--- config.mk ---
export PLATFORM = sky130hd
export DESIGN_NAME = pls_link
export DESIGN_NICKNAME = d
export VERILOG_FILES = /design/src/hdl/pls_pkg.sv /design/src/hdl/pls_link.sv
export SDC_FILE = /design/constraint.sdc
export NUM_CORES = 1
export LEC_CHECK = 0
export BUFFER_PORTS_ARGS = -buffer_cell sky130_fd_sc_hd__buf_2
export CAP_MARGIN = 20
export CORE_MARGIN = 4
export CORE_UTILIZATION = 56
export CTS_BUF_LIST = sky130_fd_sc_hd__clkbuf_4
export CTS_CLUSTER_SIZE = 14
export DETAILED_ROUTE_END_ITERATION = 16
export PLACE_DENSITY = 0.81
export SYNTH_ARGS = -nofsm -noshare
export SYNTH_HDL_FRONTEND = slang
export SYNTH_SLANG_ARGS = --single-unit
--- constraint.sdc ---
create_clock -name clk_i -period 2.5 [get_ports clk_i]
set_clock_uncertainty 0.15 [all_clocks]
set_input_delay 0 -clock clk_i [delete_from_list [all_inputs] [get_ports clk_i]]
set_output_delay 0 -clock clk_i [all_outputs]
set_load 0.02 [all_outputs]
--- src/hdl/pls_pkg.sv ---
// package for the link-side phy interface block
package pls_pkg;
    // control-line codes, transceiver owns the lines
    localparam logic [1:0] PHY_IDLE = 2'h0;
    localparam logic [1:0] PHY_STATUS = 2'h1;
    localparam logic [1:0] PHY_RECEIVE = 2'h2;
    localparam logic [1:0] PHY_GRANT = 2'h3;
    // control-line codes, link owns the lines
    localparam logic [1:0] LNK_IDLE = 2'h0;
    localparam logic [1:0] LNK_HOLD = 2'h1;
    localparam logic [1:0] LNK_TRANSMIT = 2'h2;
    // status stream layout
    localparam int STAT_LEN = 16;
    localparam int STAT_SHORT = 4;
    localparam int STAT_ARB_GAP = 0;
    localparam int STAT_FAIR_GAP = 1;
    localparam int STAT_BUS_RESET = 2;
    localparam int STAT_PHY_INT = 3;
    localparam int STAT_ADDR_LO = 4;
    localparam int STAT_DATA_LO = 8;
    // speed codes reported on rx_speed_o, then the values seen on the data lanes
    localparam logic [1:0] SPD_100 = 2'h0;
    localparam logic [1:0] SPD_200 = 2'h1;
    localparam logic [1:0] SPD_400 = 2'h2;
    localparam logic [7:0] DATA_ON = 8'hff;
    localparam logic [7:0] SPD400_CODE = 8'h50;
    localparam logic [3:0] SPD200_CODE = 4'h4;

    typedef struct packed {
        logic [7:0] data;
        logic [3:0] addr;
        logic phy_int;
        logic bus_reset;
        logic fair_gap;
        logic arb_gap;
    } pls_status_s;

    typedef struct packed {
        logic [1:0] ctl;
        logic [7:0] data;
        logic ctl_oe;
        logic data_oe;
    } pls_pins_s;
endpackage : pls_pkg

--- src/hdl/pls_link.sv ---
// link-side logic of the byte-wide phy-link interface: status, transmit, receive
`timescale 1ns/100ps
`default_nettype none
module pls_link (
    // clock and reset
    input wire logic clk_i,
    input wire logic rst_n_i,
    input wire logic en_i,
    // phy-side pins
    input wire logic [1:0] ctl_i,
    input wire logic [7:0] data_i,
    output logic [1:0] ctl_o,
    output logic ctl_oe_o,
    output logic [7:0] data_o,
    output logic data_oe_o,
    // transmit user side
    input wire logic tx_req_i,
    input wire logic [1:0] tx_speed_i,
    input wire logic tx_valid_i,
    input wire logic [7:0] tx_data_i,
    input wire logic tx_last_i,
    input wire logic tx_chain_i,
    output logic tx_ready_o,
    output logic tx_done_o,
    output logic tx_speed_err_o,
    // receive user side
    output logic rx_valid_o,
    output logic [7:0] rx_data_o,
    output logic rx_first_o,
    output logic rx_end_o,
    output logic [1:0] rx_speed_o,
    // status user side
    output logic status_valid_o,
    output logic status_full_o,
    output logic [15:0] status_o,
    output logic arb_gap_o,
    output logic cycle_done_o,
    output logic bus_reset_o,
    output logic phy_int_o
);
    typedef enum logic [2:0] {ST_IDLE, ST_STATUS, ST_RX_ON, ST_RX_DATA, ST_TX_WAIT,
        ST_TX, ST_TX_END, ST_CHAIN} pls_state_e;
    function automatic logic [1:0] decode_speed(input logic [7:0] d);
        if (d[7:6] == 2'h0)
            decode_speed = pls_pkg::SPD_100;
        else if (d[7:4] == pls_pkg::SPD200_CODE)
            decode_speed = pls_pkg::SPD_200;
        else
            decode_speed = pls_pkg::SPD_400;
    endfunction : decode_speed
    pls_state_e st_q, st_d;
    logic [15:0] sh_q, sh_d, stat_q, stat_d, asm_w;
    logic [3:0] cnt_q, cnt_d;
    logic [1:0] spd_q, spd_d, rxs_q, rxs_d;
    pls_pkg::pls_pins_s pin_q, pin_d;
    logic tx_on_q, tx_on_d, tx_ready_q, tx_ready_d, tx_done_q, tx_done_d, serr_q, serr_d;
    logic rxv_q, rxv_d, rxf_q, rxf_d, rxe_q, rxe_d, first_q, first_d;
    logic [7:0] rxd_q, rxd_d;
    logic sv_q, sv_d, sf_q, sf_d, arb_q, arb_d, cyc_q, cyc_d, brst_q, brst_d, pint_q, pint_d;
    always_comb
    begin
        st_d = st_q;
        sh_d = sh_q;
        cnt_d = cnt_q;
        spd_d = spd_q;
        tx_on_d = tx_on_q;
        pin_d = '{ctl: pls_pkg::LNK_IDLE, data: 8'h00, ctl_oe: 1'b0, data_oe: 1'b0};
        tx_ready_d = 1'b0;
        tx_done_d = 1'b0;
        serr_d = serr_q;
        rxv_d = 1'b0;
        rxf_d = 1'b0;
        rxe_d = 1'b0;
        rxd_d = rxd_q;
        rxs_d = rxs_q;
        first_d = first_q;
        sv_d = 1'b0;
        sf_d = sf_q;
        stat_d = stat_q;
        asm_w = {data_i[1:0], sh_q[15:2]};
        if (tx_req_i && !tx_on_q)
        begin
            tx_on_d = 1'b1;
            spd_d = tx_speed_i;
        end
        case (st_q)
            ST_IDLE:
            begin
                if (ctl_i == pls_pkg::PHY_STATUS)
                begin
                    st_d = ST_STATUS;
                    sh_d = {data_i[1:0], 14'h0000};
                    cnt_d = 4'h1;
                end
                else if (ctl_i == pls_pkg::PHY_RECEIVE)
                    st_d = ST_RX_ON;
                else if (ctl_i == pls_pkg::PHY_GRANT && tx_on_q)
                begin
                    st_d = ST_TX_WAIT;
                    pin_d = '{ctl: pls_pkg::LNK_HOLD, data: 8'h00, ctl_oe: 1'b1, data_oe: 1'b1};
                    tx_ready_d = 1'b1;
                end
            end
            ST_STATUS:
            begin
                if (ctl_i == pls_pkg::PHY_STATUS)
                begin
                    sh_d = asm_w;
                    cnt_d = cnt_q + 4'h1;
                    if (cnt_q == 4'h7)
                    begin
                        st_d = ST_IDLE;
                        sv_d = 1'b1;
                        sf_d = 1'b1;
                        stat_d = asm_w;
                    end
                end
                else
                begin
                    // a short transfer ends after two cycles; a cut one is dropped and resent
                    st_d = (ctl_i == pls_pkg::PHY_RECEIVE) ? ST_RX_ON : ST_IDLE;
                    if (cnt_q == 4'h2)
                    begin
                        sv_d = 1'b1;
                        sf_d = 1'b0;
                        stat_d = {12'h000, sh_q[15:12]};
                    end
                end
            end
            ST_RX_ON:
            begin
                if (ctl_i != pls_pkg::PHY_RECEIVE)
                    st_d = ST_IDLE;
                else if (data_i != pls_pkg::DATA_ON)
                begin
                    st_d = ST_RX_DATA;
                    rxs_d = decode_speed(data_i);
                    first_d = 1'b1;
                end
            end
            ST_RX_DATA:
            begin
                if (ctl_i == pls_pkg::PHY_RECEIVE)
                begin
                    rxv_d = 1'b1;
                    rxd_d = data_i;
                    rxf_d = first_q;
                    first_d = 1'b0;
                end
                else
                begin
                    st_d = ST_IDLE;
                    rxe_d = 1'b1;
                end
            end
            ST_TX_WAIT, ST_TX:
            begin
                if (tx_valid_i)
                begin
                    pin_d = '{ctl: pls_pkg::LNK_TRANSMIT, data: tx_data_i, ctl_oe: 1'b1, data_oe: 1'b1};
                    st_d = tx_last_i ? ST_TX_END : ST_TX;
                    tx_ready_d = !tx_last_i;
                end
                else
                begin
                    pin_d = '{ctl: (st_q == ST_TX_WAIT) ? pls_pkg::LNK_HOLD : pls_pkg::LNK_TRANSMIT,
                        data: 8'h00, ctl_oe: 1'b1, data_oe: 1'b1};
                    tx_ready_d = 1'b1;
                end
            end
            ST_TX_END:
            begin
                tx_done_d = 1'b1;
                if (tx_chain_i)
                begin
                    st_d = ST_CHAIN;
                    pin_d = '{ctl: pls_pkg::LNK_HOLD, data: 8'h00, ctl_oe: 1'b1, data_oe: 1'b1};
                end
                else
                begin
                    st_d = ST_IDLE;
                    tx_on_d = 1'b0;
                    pin_d = '{ctl: pls_pkg::LNK_IDLE, data: 8'h00, ctl_oe: 1'b1, data_oe: 1'b1};
                end
            end
            ST_CHAIN:
            begin
                // link releases while the transceiver waits before its next grant
                if (ctl_i == pls_pkg::PHY_GRANT)
                begin
                    st_d = ST_TX_WAIT;
                    pin_d = '{ctl: pls_pkg::LNK_HOLD, data: 8'h00, ctl_oe: 1'b1, data_oe: 1'b1};
                    tx_ready_d = 1'b1;
                    if (tx_speed_i != spd_q)
                        serr_d = 1'b1;
                end
                else if (ctl_i == pls_pkg::PHY_RECEIVE)
                    st_d = ST_RX_ON;
            end
            default:
                st_d = ST_IDLE;
        endcase
        arb_d = sv_d & stat_d[pls_pkg::STAT_ARB_GAP];
        cyc_d = sv_d & stat_d[pls_pkg::STAT_FAIR_GAP];
        brst_d = sv_d & stat_d[pls_pkg::STAT_BUS_RESET];
        pint_d = sv_d & stat_d[pls_pkg::STAT_PHY_INT];
    end
    always_ff @(posedge clk_i or negedge rst_n_i)
    begin
        if (!rst_n_i)
        begin
            st_q <= ST_IDLE;
            sh_q <= 16'h0000;
            cnt_q <= 4'h0;
            spd_q <= 2'h0;
            tx_on_q <= 1'b0;
            pin_q <= '0;
            tx_ready_q <= 1'b0;
            tx_done_q <= 1'b0;
            serr_q <= 1'b0;
            rxv_q <= 1'b0;
            rxf_q <= 1'b0;
            rxe_q <= 1'b0;
            rxd_q <= 8'h00;
            rxs_q <= 2'h0;
            first_q <= 1'b0;
            sv_q <= 1'b0;
            sf_q <= 1'b0;
            stat_q <= 16'h0000;
            arb_q <= 1'b0;
            cyc_q <= 1'b0;
            brst_q <= 1'b0;
            pint_q <= 1'b0;
        end
        else if (en_i)
        begin
            st_q <= st_d;
            sh_q <= sh_d;
            cnt_q <= cnt_d;
            spd_q <= spd_d;
            tx_on_q <= tx_on_d;
            pin_q <= pin_d;
            tx_ready_q <= tx_ready_d;
            tx_done_q <= tx_done_d;
            serr_q <= serr_d;
            rxv_q <= rxv_d;
            rxf_q <= rxf_d;
            rxe_q <= rxe_d;
            rxd_q <= rxd_d;
            rxs_q <= rxs_d;
            first_q <= first_d;
            sv_q <= sv_d;
            sf_q <= sf_d;
            stat_q <= stat_d;
            arb_q <= arb_d;
            cyc_q <= cyc_d;
            brst_q <= brst_d;
            pint_q <= pint_d;
        end
    end
    assign ctl_o = pin_q.ctl;
    assign ctl_oe_o = pin_q.ctl_oe;
    assign data_o = pin_q.data;
    assign data_oe_o = pin_q.data_oe;
    assign tx_ready_o = tx_ready_q;
    assign tx_done_o = tx_done_q;
    assign tx_speed_err_o = serr_q;
    assign rx_valid_o = rxv_q;
    assign rx_data_o = rxd_q;
    assign rx_first_o = rxf_q;
    assign rx_end_o = rxe_q;
    assign rx_speed_o = rxs_q;
    assign status_valid_o = sv_q;
    assign status_full_o = sf_q;
    assign status_o = stat_q;
    assign arb_gap_o = arb_q;
    assign cycle_done_o = cyc_q;
    assign bus_reset_o = brst_q;
    assign phy_int_o = pint_q;
    property p_no_reserved;
        @(posedge clk_i) disable iff (!rst_n_i) ctl_oe_o |-> ctl_o != 2'h3;
    endproperty
    a_no_reserved: assert property (p_no_reserved) else $error("reserved code driven");
    property p_release;
        @(posedge clk_i) disable iff (!rst_n_i) (ctl_oe_o && ctl_o == pls_pkg::LNK_IDLE) |=> !ctl_oe_o;
    endproperty
    a_release: assert property (p_release) else $error("idle not one cycle");
    property p_oe_pair;
        @(posedge clk_i) disable iff (!rst_n_i) ctl_oe_o == data_oe_o;
    endproperty
    a_oe_pair: assert property (p_oe_pair) else $error("drivers not released together");
    property p_grant;
        @(posedge clk_i) disable iff (!rst_n_i) (en_i && st_q == ST_IDLE && ctl_i == pls_pkg::PHY_GRANT && tx_on_q)
            |=> ctl_oe_o && ctl_o == pls_pkg::LNK_HOLD;
    endproperty
    a_grant: assert property (p_grant) else $error("grant not taken");
    property p_rx_hold;
        @(posedge clk_i) disable iff (!rst_n_i) rx_valid_o |-> !ctl_oe_o;
    endproperty
    a_rx_hold: assert property (p_rx_hold) else $error("driving during receive");
    property p_fair;
        @(posedge clk_i) disable iff (!rst_n_i) cycle_done_o |-> status_valid_o && status_o[pls_pkg::STAT_FAIR_GAP];
    endproperty
    a_fair: assert property (p_fair) else $error("cycle end without status");
    property p_reset_bit;
        @(posedge clk_i) disable iff (!rst_n_i) bus_reset_o |-> status_o[pls_pkg::STAT_BUS_RESET];
    endproperty
    a_reset_bit: assert property (p_reset_bit) else $error("bus reset mismatch");
    property p_short;
        @(posedge clk_i) disable iff (!rst_n_i) (status_valid_o && !status_full_o) |-> status_o[15:4] == 12'h000;
    endproperty
    a_short: assert property (p_short) else $error("short status has upper bits");
    c_status: cover property (@(posedge clk_i) status_valid_o && status_full_o);
    c_rx: cover property (@(posedge clk_i) rx_end_o);
    c_chain: cover property (@(posedge clk_i) st_q == ST_CHAIN);
endmodule : pls_link
`default_nettype wire

Yosys cells after proc, flatten, opt, wreduce, memory -nomap -nowiden
Index checks and enable logic that the tools add are counted.
{"block": "totals", "in_bits": 27, "wordCells": 140, "regBits": 77}
{"block": "classes", "mux": 62, "addsub": 1, "n_eq_ne": 28, "bitwise": 5, "reduce_logical": 18}
{"operator": "$mux W16", "count": 5}
{"operator": "$mux W11", "count": 5}
{"operator": "$pmux W12 S4", "count": 1}
{"operator": "$mux W3", "count": 12}
{"operator": "$pmux W16 S2", "count": 1}
{"operator": "$mux W1", "count": 25}
{"operator": "$pmux W3 S7", "count": 1}
{"operator": "$ne A2 B2 Y1 const B", "count": 8}
{"operator": "$reduce_and A4 Y1", "count": 4}
{"operator": "$eq A3 B3 Y1 const B", "count": 4}
{"operator": "$mux W12", "count": 1}
{"operator": "$mux W4", "count": 3}
{"operator": "$mux W2", "count": 5}
{"operator": "$ne A3 B3 Y1 const B", "count": 3}
{"operator": "$eq A4 B3 Y1 const B", "count": 2}
{"operator": "$ne A8 B8 Y1 const B", "count": 1}
{"operator": "$pmux W4 S2", "count": 1}
{"operator": "$reduce_and A7 Y1", "count": 1}
{"operator": "$eq A3 B2 Y1 const B", "count": 2}
{"operator": "$reduce_bool A2 Y1", "count": 3}
{"operator": "$reduce_and A5 Y1", "count": 1}
{"operator": "$add A4 B1 Y4 const B", "count": 1}
{"operator": "$and A1 B1 Y1", "count": 4}
{"operator": "$eq A2 B2 Y1 const B", "count": 2}
{"operator": "other kinds (16)", "count": 18}

Longest topological paths before layout
{"block": "depth", "ltp_word": 6, "depth_mapped": 8}

Least setup slack after synthesis
OpenSTA, ideal clock, no wires.
{"block": "synth_timing", "path_kind": "register to register", "startpoint": "reg st_q[1]", "endpoint": "reg st_q[1]", "stages_incl_launch_ff": 6, "arrival_ns": 1.693, "required_time_ns": 2.225, "slack_ns": 0.533, "n_path_buf": 1, "setup_time_ns": 0.125, "cell_sequence": "dfrtp_1 buf_2 or4bb_1 o221a_2 nand4_1 mux2_2"}
{"block": "synth_between", "elab_chain_len": 4}
{"element": "from (decl)", "line": "pls_link.sv:51", "source": "pls_state_e st_q, st_d;"}
{"element": "from (signal assigned)", "line": "pls_link.sv:237", "source": "st_q <= st_d;"}
{"element": "$eq A3 B3 Y1", "line": "pls_link.sv:86", "source": "case (st_q)"}
{"element": "$reduce_or A2 Y1", "line": "pls_link.sv:86"}
{"element": "$ne A2 B2 Y1 (no source line)"}
{"element": "$reduce_and A7 Y1 (no source line)"}
Several ways; a longest one is shown, not always the timed one.
A chain may end at the register's enable or synchronous reset.

Final worst setup path
{"block": "layout_timing", "startpoint": "reg st_q[2]", "endpoint": "reg pin_q (netlist bit data_o[0])"}
{"block": "layout_between", "elab_chain_len": 3}
{"element": "$eq A3 B3 Y1", "line": "pls_link.sv:86"}
{"element": "$reduce_or A2 Y1", "line": "pls_link.sv:86"}
{"element": "$pmux W12 S4 (*)", "line": "pls_link.sv:86"}
{"element": "to (signal assigned)", "line": "pls_link.sv:242", "source": "pin_q <= pin_d;"}
{"element": "to (decl)", "line": "pls_link.sv:55", "source": "pls_pkg::pls_pins_s pin_q, pin_d;"}
Every way passes the cells marked *; elsewhere a longest branch is shown, timed or not.

==> results.sh <==
export IMPL_drt_iter0_drc=225
export IMPL_cts_setup_buffers=0
export IMPL_maxCapViolations=0
export IMPL_overflow=0
export IMPL_avgRoutedWirePerCell_um=17.2
export IMPL_ys_ff_latch=74
export IMPL_p_int_uw=2440
export IMPL_holdPathStages=3
export IMPL_worstSetupPathType="flip-flop to flip-flop"
export IMPL_die_area_mm2=0.00734
export IMPL_drtPass1Iterations=5
export IMPL_r2r_cells=5
export IMPL_final_setup_tns_ns=0
export IMPL_drc=0
export IMPL_syn_area_mm2=0.00338
export IMPL_clock_sinks=74
export IMPL_insertion_delay_ns=0.44
export IMPL_setup_viol=0
export IMPL_r2r_start="st_q[2]$_DFFE_PN0P_"
export IMPL_fin_crit_sh=0.952
export IMPL_grt_start_max_net_pins=75
export IMPL_root_buffer="clkbuf_4"
export IMPL_grt_total_usage=0.262
export IMPL_reg2reg_slack_ns=0.12
export IMPL_syn_to_final_growth_pct=28.3
export IMPL_antenna_found_initial=0
export IMPL_clkPwrFrac=0.192
export IMPL_routabilityCongestion=0.927
export IMPL_numCtsBuffers=9
export IMPL_synth_ff_type="dfrtp_1"
export IMPL_hp_class="input port to flip-flop"
export IMPL_finalHoldViolCount=0
export IMPL_worst_path_buf_inv=1
export IMPL_worst_path_max_delay_cell="dfrtp_1"
export IMPL_chipWidth_um=85.7
export IMPL_antenna_left=0
export IMPL_drive_gt1_frac=0.285
export IMPL_yosysUniqueCellTypes=49
export IMPL_switching_power_uw=1620
export IMPL_drv_slew=0
export IMPL_path_clk_slew_ns=0.13
export IMPL_final_cell_mix="buf_2, dfrtp_1, nand2_1"
export IMPL_pwr_share_seq=0.448
export IMPL_switching_share=0.400
export IMPL_syn_inst=336
export IMPL_worst_path_max_fanout=17
export IMPL_synth_nets=368
export IMPL_wl_um=9090
export IMPL_fmax_mhz=420
export IMPL_row_count=28
export IMPL_diodes=0
export IMPL_slowest_delay_ns=0.66
export IMPL_core_area_mm2=0.00589
export IMPL_cts_tree="built"
export IMPL_place_hpwl_um=5360
export IMPL_io_buffers=76
export IMPL_relSlewSlack=0.392
export IMPL_power_density_mw_per_mm2=938
export IMPL_synth_async_reset_ratio=1.00
export IMPL_nets=480
export IMPL_grt_pass1_wl_um=15000
export IMPL_yosysSeqAreaShare=0.548
export IMPL_rsz0062_at_grt="no"
export IMPL_final_common_cell="buf_2"
export IMPL_via_per_inst=5.67
export IMPL_syn_avg_cell_area_um2=10.1
export IMPL_synth_edff_count=0
export IMPL_status="finished, final reports clean"
export IMPL_r2r_end="data_o[0]$_DFFE_PN0P_"
export IMPL_grt_pass1_vias=3014
export IMPL_worstMarginPinSlew_ns=0.912
export IMPL_required_ns=2.70
export IMPL_whs_endpoint="tx_speed_err_o$_DFFE_PN0P_"
export IMPL_leakage_uw=0.00206
export IMPL_via_count=2994
export IMPL_period_minus_slack_ns=2.38
export IMPL_io_pins=77
export IMPL_die_h_um=85.7
export IMPL_yosysWarnings=0
export IMPL_crit_family="simple AND/OR/NAND/NOR gates"
export IMPL_worstHoldStart="ctl_i[0]"
export IMPL_h_tree_depth=3
export IMPL_cp_common_cell="nand2_1"
export IMPL_initial_core_util=0.574
export IMPL_max_vdd_ir_drop_mv=0.542
export IMPL_end_kind="flip-flop"
export IMPL_crit_arrival_ns=2.58
export IMPL_utilization=0.736
export IMPL_start_kind="flip-flop"
export IMPL_comb_power_share=0.361
export IMPL_cts_buffer_depth=2
export IMPL_cp_cell_sequence="nand2_1 -> nor3b_4 -> nand2_1 -> dlygate4sd3_1 -> o21ai_0"
[sequential cells by signal, indices dropped and copies added, names as in the netlist, 2 cells and up]
register	flops
status_o	16
sh_q	14
data_o	8
rx_data_o	8
cnt_q	4
st_q	3
ctl_o	2
rx_speed_o	2
spd_q	2
[how the worst max path moves through the flow]
stage               slack (ns)  cells past startpoint                       end                 start
floorplan                 0.53                      5       st_q[1]$_DFFE_PN0P_   st_q[1]$_DFFE_PN0P_
global placement          0.41                      6  status_o[15]$_DFFE_PN0P_  cnt_q[0]$_DFFE_PN0P_
detailed placement        0.31                      6  status_o[15]$_DFFE_PN0P_  cnt_q[0]$_DFFE_PN0P_
CTS                       0.19                      5     data_o[6]$_DFFE_PN0P_   st_q[2]$_DFFE_PN0P_
global route              0.04                      5     data_o[4]$_DFFE_PN0P_   st_q[2]$_DFFE_PN0P_
finish                    0.12                      5     data_o[0]$_DFFE_PN0P_   st_q[2]$_DFFE_PN0P_
[worst min-delay path, cell delays in order]
cell and delay (ns):
buf_2 0.10, ha_1 0.33, a21o_1 0.16
[stage by stage]
step | cells | total power, µW | cell area [µm²] | worst slack, ns | hold slack, ns
floorplan | 336 | 2710 | 3380 | 0.533 | -0.446
global placement | 476 | 3110 | 3820 | 0.409 | 0.0540
detailed placement | 476 | 3170 | 3820 | 0.311 | 0.0574
CTS | 528 | 4000 | 4330 | 0.187 | 0.00492
global route | 528 | 4290 | 4330 | 0.0359 | 0.0510
finish | 528 | 4060 | 4330 | 0.121 | 0.0297
[synth_stat cells (2+ instances only)]
cell type / number / share of area
a31oi_1: 4 / 0.0074
nor2_1: 10 / 0.011
a21oi_1: 3 / 0.0044
nand4_1: 8 / 0.015
nand2_1: 66 / 0.073
o21ai_1: 9 / 0.013
a22oi_2: 4 / 0.015
mux2_2: 16 / 0.053
nor3_1: 3 / 0.0044
a31o_2: 2 / 0.0052
dfrtp_1: 74 / 0.55
nand2b_1: 3 / 0.0056
clkbuf_1: 10 / 0.011
buf_2: 4 / 0.0059
ha_1: 5 / 0.019
xnor2_1: 2 / 0.0052
nand4b_1: 2 / 0.0052
o21ai_0: 37 / 0.055
o31ai_1: 2 / 0.0044
buf_6: 3 / 0.010
o22ai_1: 11 / 0.020
inv_1: 30 / 0.033
nor4bb_1: 2 / 0.0059
[cells by family after synthesis]
group,count (synthesis),synth area share
mux,17,0.0578
xor+xnor,2,0.00519
flops,74,0.548
compound gates,83,0.153
fa+ha+maj,5,0.0185
buf+inv,49,0.0637
simple gates,106,0.154
[layout make-up]
type	instances	area [µm²]
fill	368	1550
sequential	74	1850
clock buffer	9	67.6
inverter	30	113
multi-input combinational	213	1320
clock inverter	7	76.3
tap	75	93.8
timing repair buffer	120	813
[power by group through the flow]
| stage | sequential (µW) | combinational (µW) | clock, µW |
|---|---|---|---|
| after detailed placement | 1820 | 1350 | 0 |
| after global placement | 1800 | 1310 | 0 |
| after CTS | 1790 | 1430 | 779 |
| final | 1820 | 1470 | 778 |
| after global routing | 1860 | 1590 | 840 |
| after floorplan | 1970 | 743 | 0 |
[per-layer routing]
metal,track usage,up-vias,routed length (µm)
met3,0.0509,28,568
li1,-,1391,-
met4,0.117,0,329
met2,0.447,142,4560
met5,0,-,0
met1,0.323,1433,3630
[repair_timing]
item                                   CTS  global route
setup endpoints to repair                0             4
hold buffers                            36             0
endpoints found under the hold margin  112             0
gates resized for setup                  0             1
Note: power is estimated with default switching activity, not from simulation.
